[src/mpc_consts.vh]
/*
 * Register indices, fields, reset values and line codes.
 * Assumes inclusion by bare name.
 */
// Functional notes
// Local-fault codes acted on only when enabled
// Fault stops delivery, ends packet with error
// After fault, wait for start block
// Pause frames matched by ethertype and opcode
// Compare destination and source pause addresses
// Global control: ethertype plus opcode range
// Priority control: ethertype plus opcode range
// Acknowledge input used only when checking enabled
// Control frames forwarded only when enabled
// Global pause transmit fields are configurable
// Priority pause transmit fields independently configurable
// One-step timestamp only when enabled
// Transparent mode: timer is positive correction
// Transparent mode overwrites outgoing correction field
// User timers given in correction format
// Latency offset: ns bits plus 3 fraction
// Offset default 705, transparent use 802
// Integrator holds reserved test settings false
// One transmit clock for all logic
// Receive clock equals transmit clock
// Lane width 32 ten-lane, 80 four-lane; four-lane payload uses only 64 of the 80 bits
// Configuration-port clock optional, up to 250MHz
`ifndef MPC_CONSTS_VH
`define MPC_CONSTS_VH

// Register word indices; byte address is four times the index
`define MPC_REG_CTRL 5'h00
`define MPC_REG_STATUS 5'h01
`define MPC_REG_GCP_OPS 5'h02
`define MPC_REG_PCP_OPS 5'h03
`define MPC_REG_CTL_ETYPES 5'h04
`define MPC_REG_RX_GPP 5'h05
`define MPC_REG_RX_PPP 5'h06
`define MPC_REG_UCAST_LO 5'h07
`define MPC_REG_UCAST_HI 5'h08
`define MPC_REG_MCAST_LO 5'h09
`define MPC_REG_MCAST_HI 5'h0A
`define MPC_REG_RX_SA_LO 5'h0B
`define MPC_REG_RX_SA_HI 5'h0C
`define MPC_REG_TXG_DA_LO 5'h0D
`define MPC_REG_TXG_DA_HI 5'h0E
`define MPC_REG_TXG_SA_LO 5'h0F
`define MPC_REG_TXG_SA_HI 5'h10
`define MPC_REG_TXG_TYPE 5'h11
`define MPC_REG_TXP_DA_LO 5'h12
`define MPC_REG_TXP_DA_HI 5'h13
`define MPC_REG_TXP_SA_LO 5'h14
`define MPC_REG_TXP_SA_HI 5'h15
`define MPC_REG_TXP_TYPE 5'h16
`define MPC_REG_LAT_ADJ 5'h17
`define MPC_REG_DROP_CNT 5'h18
`define MPC_NUM_CFG 24

// Control register bit positions
`define MPC_CTRL_LF_EN 0
`define MPC_CTRL_CHECK_ACK 1
`define MPC_CTRL_FORWARD 2
`define MPC_CTRL_ONE_STEP 3
`define MPC_CTRL_TC_MODE 4
`define MPC_CTRL_FOUR_LANE 5

// Write masks for reserved bits
`define MPC_MASK_CTRL 32'h0000003F
`define MPC_MASK_HI 32'h0000FFFF
`define MPC_MASK_LAT 32'h000007FF
`define MPC_MASK_FULL 32'hFFFFFFFF

// Reset values
`define MPC_RST_CTRL 32'h00000002
`define MPC_RST_OPS 32'h0FFF0000
`define MPC_RST_ETYPES 32'h88088808
`define MPC_RST_PAUSE_TYPE 32'h88080001
`define MPC_RST_MCAST_LO 32'hC2000001
`define MPC_RST_MCAST_HI 32'h00000180
`define MPC_RST_LAT 32'h000002C1
`define MPC_RST_ZERO 32'h00000000

// Line control codes carried in the low byte of a control word
`define MPC_CODE_START 8'hFB
`define MPC_CODE_TERM 8'hFD
`define MPC_CODE_LF 8'h9C

// Header byte counting
`define MPC_HDR_BYTES 5'h10
`define MPC_STEP_TEN 5'h04
`define MPC_STEP_FOUR 5'h08

// Delay depth, lets the header decide first
`define MPC_DELAY_DEPTH 4
`define MPC_WORD_W 67

`endif

[src/mpc_mac_config.v]
/*
 * Pause and control frame classifier, local fault,
 * pause header sender and timestamps,
 * set over APB. Assumes one 50 MHz clock;
 * lane pins are synchronised by two flip-flops.
 */
`timescale 1ns/1ps
`include "mpc_consts.vh"
module mpc_mac_config (
	input wire clock,
	input wire rst,
	input wire psel,
	input wire penable,
	input wire pwrite,
	input wire [7:0] paddr,
	input wire [31:0] pwdata,
	output reg [31:0] prdata,
	output reg pready,
	output reg pslverr,
	input wire lane_receive_clock,
	input wire [79:0] lane_rx_data,
	input wire lane_rx_ctrl,
	output reg rx_out_valid,
	output reg [63:0] rx_out_data,
	output reg rx_out_sop,
	output reg rx_out_eop,
	output reg rx_out_err,
	output reg rx_local_fault,
	output reg [8:0] rx_pause_req,
	input wire [8:0] rx_pause_ack,
	input wire tx_pause_send_global,
	input wire tx_pause_send_priority,
	output reg tx_pause_valid,
	output reg [31:0] tx_pause_data,
	output reg tx_pause_sop,
	output reg tx_pause_eop,
	input wire tx_ts_req,
	input wire [79:0] tx_timer,
	output reg tx_ts_valid,
	output reg [79:0] tx_ts_value
);
	localparam ST_IDLE = 3'b001;
	localparam ST_FRAME = 3'b010;
	localparam ST_FAULT = 3'b100;

	// Reset value of each configuration word
	function [31:0] cfg_default;
		input [4:0] i;
		begin
			case (i)
				`MPC_REG_CTRL: cfg_default = `MPC_RST_CTRL;
				`MPC_REG_GCP_OPS: cfg_default = `MPC_RST_OPS;
				`MPC_REG_PCP_OPS: cfg_default = `MPC_RST_OPS;
				`MPC_REG_CTL_ETYPES: cfg_default = `MPC_RST_ETYPES;
				`MPC_REG_RX_GPP: cfg_default = `MPC_RST_PAUSE_TYPE;
				`MPC_REG_RX_PPP: cfg_default = `MPC_RST_PAUSE_TYPE;
				`MPC_REG_MCAST_LO: cfg_default = `MPC_RST_MCAST_LO;
				`MPC_REG_MCAST_HI: cfg_default = `MPC_RST_MCAST_HI;
				`MPC_REG_TXG_DA_LO: cfg_default = `MPC_RST_MCAST_LO;
				`MPC_REG_TXG_DA_HI: cfg_default = `MPC_RST_MCAST_HI;
				`MPC_REG_TXG_TYPE: cfg_default = `MPC_RST_PAUSE_TYPE;
				`MPC_REG_TXP_DA_LO: cfg_default = `MPC_RST_MCAST_LO;
				`MPC_REG_TXP_DA_HI: cfg_default = `MPC_RST_MCAST_HI;
				`MPC_REG_TXP_TYPE: cfg_default = `MPC_RST_PAUSE_TYPE;
				`MPC_REG_LAT_ADJ: cfg_default = `MPC_RST_LAT;
				default: cfg_default = `MPC_RST_ZERO;
			endcase
		end
	endfunction

	// Writable bits of each configuration word; status word has none
	function [31:0] cfg_mask;
		input [4:0] i;
		begin
			case (i)
				`MPC_REG_CTRL: cfg_mask = `MPC_MASK_CTRL;
				`MPC_REG_STATUS: cfg_mask = `MPC_RST_ZERO;
				`MPC_REG_UCAST_HI, `MPC_REG_MCAST_HI, `MPC_REG_RX_SA_HI: cfg_mask = `MPC_MASK_HI;
				`MPC_REG_TXG_DA_HI, `MPC_REG_TXG_SA_HI: cfg_mask = `MPC_MASK_HI;
				`MPC_REG_TXP_DA_HI, `MPC_REG_TXP_SA_HI: cfg_mask = `MPC_MASK_HI;
				`MPC_REG_LAT_ADJ: cfg_mask = `MPC_MASK_LAT;
				default: cfg_mask = `MPC_MASK_FULL;
			endcase
		end
	endfunction

	reg [31:0] cfg [0:`MPC_NUM_CFG-1];
	reg [15:0] drop_cnt;
	reg sa_match_last;
	reg [2:0] state;

	// APB decode; unmapped words answer an error
	wire [4:0] idx = paddr[6:2];
	wire mapped = ~paddr[7] & (paddr[1:0] == 2'b00) & (idx <= `MPC_REG_DROP_CNT);
	wire writable = mapped & (idx != `MPC_REG_STATUS) & (idx != `MPC_REG_DROP_CNT);
	wire apb_done = psel & penable & pready;
	wire cfg_wr = apb_done & pwrite & writable;
	wire [31:0] status_word = {19'h0, rx_pause_req, 1'b0, sa_match_last,
		state == ST_FRAME, rx_local_fault};

	// One wait state; read data come with ready
	always @(posedge clock or posedge rst) begin
		if (rst) begin
			pready <= 1'b0;
			pslverr <= 1'b0;
			prdata <= 32'h00000000;
		end else begin
			pready <= psel & penable & ~pready;
			pslverr <= psel & penable & ~pready & ~mapped;
			if (psel & penable & ~pready) begin
				if (~mapped | pwrite) begin
					prdata <= 32'h00000000;
				end else if (idx == `MPC_REG_STATUS) begin
					prdata <= status_word;
				end else if (idx == `MPC_REG_DROP_CNT) begin
					prdata <= {16'h0000, drop_cnt};
				end else begin
					prdata <= cfg[idx];
				end
			end
		end
	end

	// Config words with reset values and masks
	genvar g;
	generate
		for (g = 0; g < `MPC_NUM_CFG; g = g + 1) begin : cfg_word
			always @(posedge clock or posedge rst) begin
				if (rst) begin
					cfg[g] <= cfg_default(g);
				end else if (cfg_wr && idx == g) begin
					cfg[g] <= pwdata & cfg_mask(g);
				end
			end
		end
	endgenerate

	wire [31:0] ctrl = cfg[`MPC_REG_CTRL];
	wire lf_enable = ctrl[`MPC_CTRL_LF_EN];
	wire check_ack = ctrl[`MPC_CTRL_CHECK_ACK];
	wire forward_ctl = ctrl[`MPC_CTRL_FORWARD];
	wire one_step_en = ctrl[`MPC_CTRL_ONE_STEP];
	wire tc_mode = ctrl[`MPC_CTRL_TC_MODE];
	wire four_lane = ctrl[`MPC_CTRL_FOUR_LANE];
	wire [47:0] ucast = {cfg[`MPC_REG_UCAST_HI][15:0], cfg[`MPC_REG_UCAST_LO]};
	wire [47:0] mcast = {cfg[`MPC_REG_MCAST_HI][15:0], cfg[`MPC_REG_MCAST_LO]};
	wire [47:0] pause_sa = {cfg[`MPC_REG_RX_SA_HI][15:0], cfg[`MPC_REG_RX_SA_LO]};
	wire [10:0] lat_adj = cfg[`MPC_REG_LAT_ADJ][10:0];

	// Lane pins cross into our clock through two flip-flops each
	reg [81:0] lane_meta;
	reg [81:0] lane_sync;
	reg lclk_prev;
	always @(posedge clock or posedge rst) begin
		if (rst) begin
			lane_meta <= {82{1'b0}};
			lane_sync <= {82{1'b0}};
			lclk_prev <= 1'b0;
		end else begin
			lane_meta <= {lane_receive_clock, lane_rx_ctrl, lane_rx_data};
			lane_sync <= lane_meta;
			lclk_prev <= lane_sync[81];
		end
	end

	// A word is taken on each rising lane clock edge seen in our domain
	wire strobe = lane_sync[81] & ~lclk_prev;
	wire w_ctrl = lane_sync[80];
	wire [79:0] w_data = lane_sync[79:0];
	wire is_start = w_ctrl & (w_data[7:0] == `MPC_CODE_START);
	wire is_term = w_ctrl & (w_data[7:0] == `MPC_CODE_TERM);
	wire is_lf = w_ctrl & (w_data[7:0] == `MPC_CODE_LF);
	wire lf_hit = lf_enable & is_lf;
	// Ten-lane words carry 32 bits, four-lane words 64 of the 80 lane bits
	wire [63:0] w_payload = four_lane ? w_data[63:0] : {32'h00000000, w_data[31:0]};

	reg stage_valid;
	reg stage_sop;
	reg [63:0] stage_data;
	reg sop_pending;
	reg [127:0] hdr;
	reg [4:0] hdr_cnt;
	reg drop_flag;
	reg drop_hold;

	// Header accumulates destination, source, ethertype and opcode bytes
	wire [127:0] next_hdr = four_lane ? {hdr[63:0], w_payload} : {hdr[95:0], w_payload[31:0]};
	wire [4:0] next_cnt = hdr_cnt + (four_lane ? `MPC_STEP_FOUR : `MPC_STEP_TEN);
	wire data_word = (state == ST_FRAME) & ~w_ctrl & ~lf_hit;
	wire hdr_done = strobe & data_word & (hdr_cnt < `MPC_HDR_BYTES) & (next_cnt == `MPC_HDR_BYTES);
	wire [47:0] h_da = next_hdr[127:80];
	wire [47:0] h_sa = next_hdr[79:32];
	wire [15:0] h_type = next_hdr[31:16];
	wire [15:0] h_op = next_hdr[15:0];
	wire da_ok = (h_da == mcast) | (h_da == ucast);
	wire gpp_hit = (h_type == cfg[`MPC_REG_RX_GPP][31:16]) & (h_op == cfg[`MPC_REG_RX_GPP][15:0]);
	wire ppp_hit = (h_type == cfg[`MPC_REG_RX_PPP][31:16]) & (h_op == cfg[`MPC_REG_RX_PPP][15:0]);
	wire gcp_hit = (h_type == cfg[`MPC_REG_CTL_ETYPES][15:0])
		& (h_op >= cfg[`MPC_REG_GCP_OPS][15:0]) & (h_op <= cfg[`MPC_REG_GCP_OPS][31:16]);
	wire pcp_hit = (h_type == cfg[`MPC_REG_CTL_ETYPES][31:16])
		& (h_op >= cfg[`MPC_REG_PCP_OPS][15:0]) & (h_op <= cfg[`MPC_REG_PCP_OPS][31:16]);
	wire is_control = gcp_hit | pcp_hit | gpp_hit | ppp_hit;

	// Staging word: end flag known at next word
	reg push;
	reg [`MPC_WORD_W-1:0] push_word;
	always @* begin
		push = 1'b0;
		push_word = {stage_data, stage_sop, 1'b0, 1'b0};
		if (strobe & stage_valid) begin
			if (lf_hit) begin
				push = 1'b1;
				push_word = {stage_data, stage_sop, 1'b1, 1'b1};
			end else if (state == ST_FRAME & ~w_ctrl) begin
				push = 1'b1;
			end else if (state == ST_FRAME & is_term) begin
				push = 1'b1;
				push_word = {stage_data, stage_sop, 1'b1, 1'b0};
			end
		end
	end

	// Idle waits for start; fault blocks delivery
	always @(posedge clock or posedge rst) begin
		if (rst) begin
			state <= ST_IDLE;
			stage_valid <= 1'b0;
			stage_sop <= 1'b0;
			stage_data <= 64'h0000000000000000;
			sop_pending <= 1'b0;
			hdr <= {128{1'b0}};
			hdr_cnt <= 5'h00;
			rx_local_fault <= 1'b0;
		end else if (strobe) begin
			if (lf_hit) begin
				state <= ST_FAULT;
				stage_valid <= 1'b0;
				rx_local_fault <= 1'b1;
			end else begin
				case (state)
					ST_IDLE: begin
						if (is_start) begin
							state <= ST_FRAME;
							sop_pending <= 1'b1;
							hdr_cnt <= 5'h00;
						end
					end
					ST_FRAME: begin
						if (~w_ctrl) begin
							stage_valid <= 1'b1;
							stage_sop <= sop_pending;
							stage_data <= w_payload;
							sop_pending <= 1'b0;
							if (hdr_cnt < `MPC_HDR_BYTES) begin
								hdr <= next_hdr;
								hdr_cnt <= next_cnt;
							end
						end else if (is_term) begin
							state <= ST_IDLE;
							stage_valid <= 1'b0;
						end
					end
					ST_FAULT: begin
						// Fault clears on any other word; a fresh start is still needed
						state <= ST_IDLE;
						rx_local_fault <= 1'b0;
					end
					default: state <= ST_IDLE;
				endcase
			end
		end
	end

	wire dl_valid;
	wire [`MPC_WORD_W-1:0] dl_word;

	mpc_word_delay #(
		.DEPTH(`MPC_DELAY_DEPTH),
		.W(`MPC_WORD_W)
	) u_delay (
		.clock(clock),
		.rst(rst),
		.shift(strobe),
		.in_valid(push),
		.in_word(push_word),
		.out_valid(dl_valid),
		.out_word(dl_word)
	);

	// Classification while the first word is held
	always @(posedge clock or posedge rst) begin
		if (rst) begin
			drop_flag <= 1'b0;
			sa_match_last <= 1'b0;
			drop_cnt <= 16'h0000;
		end else begin
			if (strobe & is_start & state == ST_IDLE) begin
				drop_flag <= 1'b0;
			end else if (hdr_done) begin
				drop_flag <= is_control & ~forward_ctl;
				if (is_control & ~forward_ctl) begin
					drop_cnt <= drop_cnt + 16'h0001;
				end
				if (da_ok & (gpp_hit | ppp_hit)) begin
					sa_match_last <= (h_sa == pause_sa);
				end
			end
		end
	end

	// Set wins over ack; without checking a pulse
	wire [8:0] pause_set = {9{hdr_done & da_ok}} & {gpp_hit, {8{ppp_hit & ~gpp_hit}}};
	always @(posedge clock or posedge rst) begin
		if (rst) begin
			rx_pause_req <= 9'h000;
		end else if (check_ack) begin
			rx_pause_req <= pause_set | (rx_pause_req & ~rx_pause_ack);
		end else begin
			rx_pause_req <= pause_set;
		end
	end

	// Dropped frames are suppressed from word one
	wire drop_now = dl_word[2] ? drop_flag : drop_hold;
	always @(posedge clock or posedge rst) begin
		if (rst) begin
			drop_hold <= 1'b0;
			rx_out_valid <= 1'b0;
			rx_out_data <= 64'h0000000000000000;
			rx_out_sop <= 1'b0;
			rx_out_eop <= 1'b0;
			rx_out_err <= 1'b0;
		end else begin
			if (dl_valid & dl_word[2]) begin
				drop_hold <= drop_flag;
			end
			rx_out_valid <= dl_valid & ~drop_now;
			if (dl_valid) begin
				rx_out_data <= dl_word[66:3];
				rx_out_sop <= dl_word[2];
				rx_out_eop <= dl_word[1];
				rx_out_err <= dl_word[0];
			end
		end
	end

	// Pause header generator; priority wins if both requests come together
	reg tx_busy;
	reg tx_prio;
	reg [1:0] tx_idx;
	wire [47:0] tx_da = tx_prio ? {cfg[`MPC_REG_TXP_DA_HI][15:0], cfg[`MPC_REG_TXP_DA_LO]}
		: {cfg[`MPC_REG_TXG_DA_HI][15:0], cfg[`MPC_REG_TXG_DA_LO]};
	wire [47:0] tx_sa = tx_prio ? {cfg[`MPC_REG_TXP_SA_HI][15:0], cfg[`MPC_REG_TXP_SA_LO]}
		: {cfg[`MPC_REG_TXG_SA_HI][15:0], cfg[`MPC_REG_TXG_SA_LO]};
	wire [31:0] tx_type = tx_prio ? cfg[`MPC_REG_TXP_TYPE] : cfg[`MPC_REG_TXG_TYPE];
	reg [31:0] tx_word;
	always @* begin
		case (tx_idx)
			2'h0: tx_word = tx_da[47:16];
			2'h1: tx_word = {tx_da[15:0], tx_sa[47:32]};
			2'h2: tx_word = tx_sa[31:0];
			default: tx_word = tx_type;
		endcase
	end

	// Requests arriving while a header is going out are ignored
	always @(posedge clock or posedge rst) begin
		if (rst) begin
			tx_busy <= 1'b0;
			tx_prio <= 1'b0;
			tx_idx <= 2'h0;
			tx_pause_valid <= 1'b0;
			tx_pause_data <= 32'h00000000;
			tx_pause_sop <= 1'b0;
			tx_pause_eop <= 1'b0;
		end else begin
			tx_pause_valid <= tx_busy;
			tx_pause_sop <= tx_busy & (tx_idx == 2'h0);
			tx_pause_eop <= tx_busy & (tx_idx == 2'h3);
			tx_pause_data <= tx_busy ? tx_word : 32'h00000000;
			if (tx_busy) begin
				tx_idx <= tx_idx + 2'h1;
				tx_busy <= (tx_idx != 2'h3);
			end else if (tx_pause_send_global | tx_pause_send_priority) begin
				tx_busy <= 1'b1;
				tx_prio <= tx_pause_send_priority;
				tx_idx <= 2'h0;
			end
		end
	end

	// 3 fraction bits vs 16-bit timer fraction: shift 13
	wire [79:0] adj_ext = {56'h00000000000000, lat_adj, 13'h0000};
	wire [63:0] tc_corr = {1'b0, tx_timer[62:0]} + adj_ext[63:0];
	always @(posedge clock or posedge rst) begin
		if (rst) begin
			tx_ts_valid <= 1'b0;
			tx_ts_value <= {80{1'b0}};
		end else begin
			tx_ts_valid <= tx_ts_req & (tc_mode | one_step_en);
			if (tx_ts_req & tc_mode) begin
				tx_ts_value <= {16'h0000, tc_corr};
			end else if (tx_ts_req & one_step_en) begin
				tx_ts_value <= tx_timer + adj_ext;
			end
		end
	end
endmodule

[src/mpc_word_delay.v]
/*
 * Receive word delay line.
 * Assumes shift pulses once per line word.
 */
`timescale 1ns/1ps
module mpc_word_delay #(
	parameter DEPTH = 4,
	parameter W = 67
) (
	input wire clock,
	input wire rst,
	input wire shift,
	input wire in_valid,
	input wire [W-1:0] in_word,
	output reg out_valid,
	output reg [W-1:0] out_word
);
	reg [W:0] pipe [0:DEPTH-2];
	genvar g;

	// One register stage per entry; entry 0 takes the incoming word
	generate
		for (g = 0; g < DEPTH - 1; g = g + 1) begin : stage
			always @(posedge clock or posedge rst) begin
				if (rst) begin
					pipe[g] <= {(W+1){1'b0}};
				end else if (shift) begin
					if (g == 0) begin
						pipe[g] <= {in_valid, in_word};
					end else begin
						pipe[g] <= pipe[(g == 0) ? 0 : g - 1];
					end
				end
			end
		end
	endgenerate

	// Read data leave from a register, valid only in the cycle after a shift
	always @(posedge clock or posedge rst) begin
		if (rst) begin
			out_valid <= 1'b0;
			out_word <= {W{1'b0}};
		end else begin
			out_valid <= shift & pipe[DEPTH-2][W];
			if (shift) begin
				out_word <= pipe[DEPTH-2][W-1:0];
			end
		end
	end
endmodule

[config.mk]
export PLATFORM = sky130hd
export DESIGN_NAME = mpc_mac_config
export DESIGN_NICKNAME = d
export VERILOG_FILES = /design/src/mpc_mac_config.v /design/src/mpc_word_delay.v
export VERILOG_INCLUDE_DIRS = /design/src
export SDC_FILE = /design/constraint.sdc
export NUM_CORES = 2
export LEC_CHECK = 0
export BUFFER_PORTS_ARGS = -buffer_cell sky130_fd_sc_hd__buf_2
export CAP_MARGIN = 20
export CORE_ASPECT_RATIO = 0.75
export CORE_MARGIN = 2
export CORE_UTILIZATION = 61
export DETAILED_ROUTE_END_ITERATION = 8
export PLACE_DENSITY = 0.79
export RECOVER_POWER = 50
export SYNTH_ARGS = -nofsm -noshare
export SYNTH_HDL_FRONTEND = slang
export SYNTH_HIERARCHICAL = 1
export SYNTH_SLANG_ARGS = --single-unit
[constraint.sdc]
create_clock -name clock -period 39.6 [get_ports clock]
set_clock_uncertainty 0.15 [all_clocks]
set_input_delay 1.98 -clock clock [delete_from_list [all_inputs] [get_ports clock]]
set_output_delay 1.98 -clock clock [all_outputs]
set_load 0.1 [all_outputs]
==> impl_metrics.toml <==
[route]
firstDrtPassIters = 7
ant_nets = 0
drt-met1-wl_mm = 77.9
dr_wl_met2_mm = 85.0
wl_met3_mm = 28.5
vias = 44700
drt_iter0_drc = 5728
routed_via_density = 6.42
post_drt_wl_per_cell_um = 28.8
drc_errors = 0
highest_layer = "met5"
routed_wirelength_mm = 200

[yosys]
synth.area.mux_share = 0.214
synth_top_family_by_area = "multiplexers"
synth_cell_type_count = 70
ys_ff_latch = 1402
syn-cell-area_um2 = 63900
synth-compound-area-share = 0.0708
synth_area_per_cell_um2 = 12.5
seq_area_frac_synth = 0.550
synth_warnings = 6
synth-simple-area-share = 0.0705
async_flop_share = 1.00
synth_fp_nets = 5418
synthesis.instances = 5115
synth_edf_count = 0
synthXorXnorAreaFrac = 0.0448
synth_ff_type = "dfrtp_1"
yosys.area_share.adder = 0.0167

[power]
swShare = 0.290
pwr-share-comb = 0.129
peakVddDrop_mv = 0.0587
p_int_mw = 2.30
pwr-share-seq = 0.458
power.leakage_nw = 34.5
powerDensity_nw_per_um2 = 45.7
switchingPower_mw = 0.942
power_frac_clock = 0.413
total_power_mw = 3.25

[cells_and_area]
fin_cells = 6957
fin_nets = 5724
areaGrowthSynthToFinish_pct = 11.1
mostFrequentLayoutCell = "dfrtp_1"
drive_gt1_frac = 0.251
most-common-layout-cells = "dfrtp_1, mux2_2, nand2_1, o21ai_0, clkbuf_1"

[global_route]
grt_max_degree = 186
antenna_found_initial = 31
track_usage = 0.374
grt_pass1_wl_mm = 294
grt_overflow = 0
grt_pass1_vias = 44000

[cts]
cts_buffers = 136
clkLatencyLatePin_ns = 0.79
post-cts-setup-buffers = 0
ctsHoldBuffers = 0
clock_sinks = 1402
cts-htree-levels = 4
clock_path_buffers = 3
cts_tree = "yes"
root_buffer = "clkbuf_16"
ctsResizeCount = 0
cts.clk_slew.worst_paths_ns = 0.06

[die]
die_h_um = 284
die_w_um = 378
rows = 102
start_util = 0.617
core_area_um2 = 104000
die-area_um2 = 107000
ios = 447

[placed_design]
numPortBuffers = 430
hpwl_mm = 138
globalplace.congestion = 1.01
dp.cells = 6681

[sta]
setup_viol = 0
period_needed_ns = 11.13
tightest_slew_ns = 5.33
finalCritPeriodShare = 0.281
finalSetupTns_ns = 0
relSlewSlack = -2.57
rsz0062_at_grt = "false"
fmax_mhz = 89.9
maxSlewViolCount = 1628
timing_hold_violations_final = 0

[setup_path]
crit_type = "input port to asynchronous set/reset pin"
crit_arrival_ns = 11.73
required_ns = 40.21
critPathLaunchType = "input port"
crit_fanout = 92
cp-end-kind = "asynchronous set/reset pin"

[worst_hold_path]
hp-class = "flop to flop"

[outcome]
outcome = "complete, but fails checks"
violations = "capacitance limit, slew limit"

[job]
drv_cap = 24
[cell type report]
class                      count  area, um^2
multi-input combinational   3216       26400
clock inverter                39         568
antenna                       21        52.6
inverter                     158         597
timing repair buffer         507        2420
fill                        7469       32500
tap                         1404        1760
clock buffer                 210        3990
sequential                  1402       35200
[cell usage after synthesis, types with 67 or more instances]
library cell  instances  area, um^2
mux2_2              699        7870
nor2_1               87         327
buf_2                70         350
clkbuf_1            217         815
nand2_1             607        2280
o21ai_0             346        1730
dfstp_2              70        1840
dfrtp_1            1332       33300
mux2i_1             136        1360
nand3_1              67         335
mux4_2              118        2660
xnor2_1             211        1850
ha_1                 82        1030
a222oi_1             81         811
inv_1               156         586
xor2_1              116        1020
a21oi_1              95         475
mux2_4               79        1190
[critical path, stage by stage]
cell and delay [ns]:
clkbuf_1 0.10, clkinvlp_2 2.31, clkbuf_1 2.09, clkbuf_1 2.43
buf_4 0.92, buf_4 0.79, buf_4 0.86
[routing by layer]
metal | GRT usage | vias up
met5 | 0 | -
met2 | 0.519 | 2615
li1 | - | 18800
met1 | 0.516 | 22800
met4 | 0.147 | 24
met3 | 0.167 | 507
[kinds of logic (layout without fill, tap and decap cells)]
family	Yosys count	in the layout
buf+inv	497	914
simple gates	1002	1002
other cells	0	21
compound gates	716	716
mux	1087	1087
xor+xnor	327	327
flops	1402	1402
fa+ha+maj	84	84
[state kept, by name (all words and copies together), names as in the netlist, 66 cells and up]
| name | count |
|---|---|
| hdr | 96 |
| cfg | 560 |
| lane_sync | 66 |
| u_delay/pipe | 204 |
| tx_ts_value | 80 |
| u_delay/out_word | 67 |
| lane_meta | 66 |
[final timing paths]
kind,from,to,slack (ns),cells past startpoint
worst max-delay path,rst,cfg[222],28.47,7
worst min-delay path,lane_meta[47],lane_sync[47],0.18,0
worst max register to register,lane_sync[81],hdr[38],28.98,5
worst min register to register,lane_meta[47],lane_sync[47],0.18,0
max in group clock,lane_sync[81],hdr[38],28.98,5
min in group asynchronous,rst,rx_out_data[57],2.29,2
[metrics by stage]
stage	utilization	setup WS [ns]	cell area, um^2	hold WS [ns]
after floorplan	-	5.76	63900	0.181
after global placement	0.648	32.49	67000	0.182
after detailed placement	0.648	32.47	67000	0.185
after CTS	0.692	33.23	71600	0.184
after global routing	0.686	26.55	71000	0.188
final	0.686	28.47	71000	0.181
[power by group through the flow]
stage	clock network (mW)	registers, mW	logic [mW]
floorplan	0	1.64	0.163
global placement	0	1.51	0.418
detailed placement	0	1.51	0.420
CTS	1.35	1.48	0.422
global route	1.41	1.49	0.434
finish	1.34	1.49	0.420
Power figures use the tool's default switching activity.
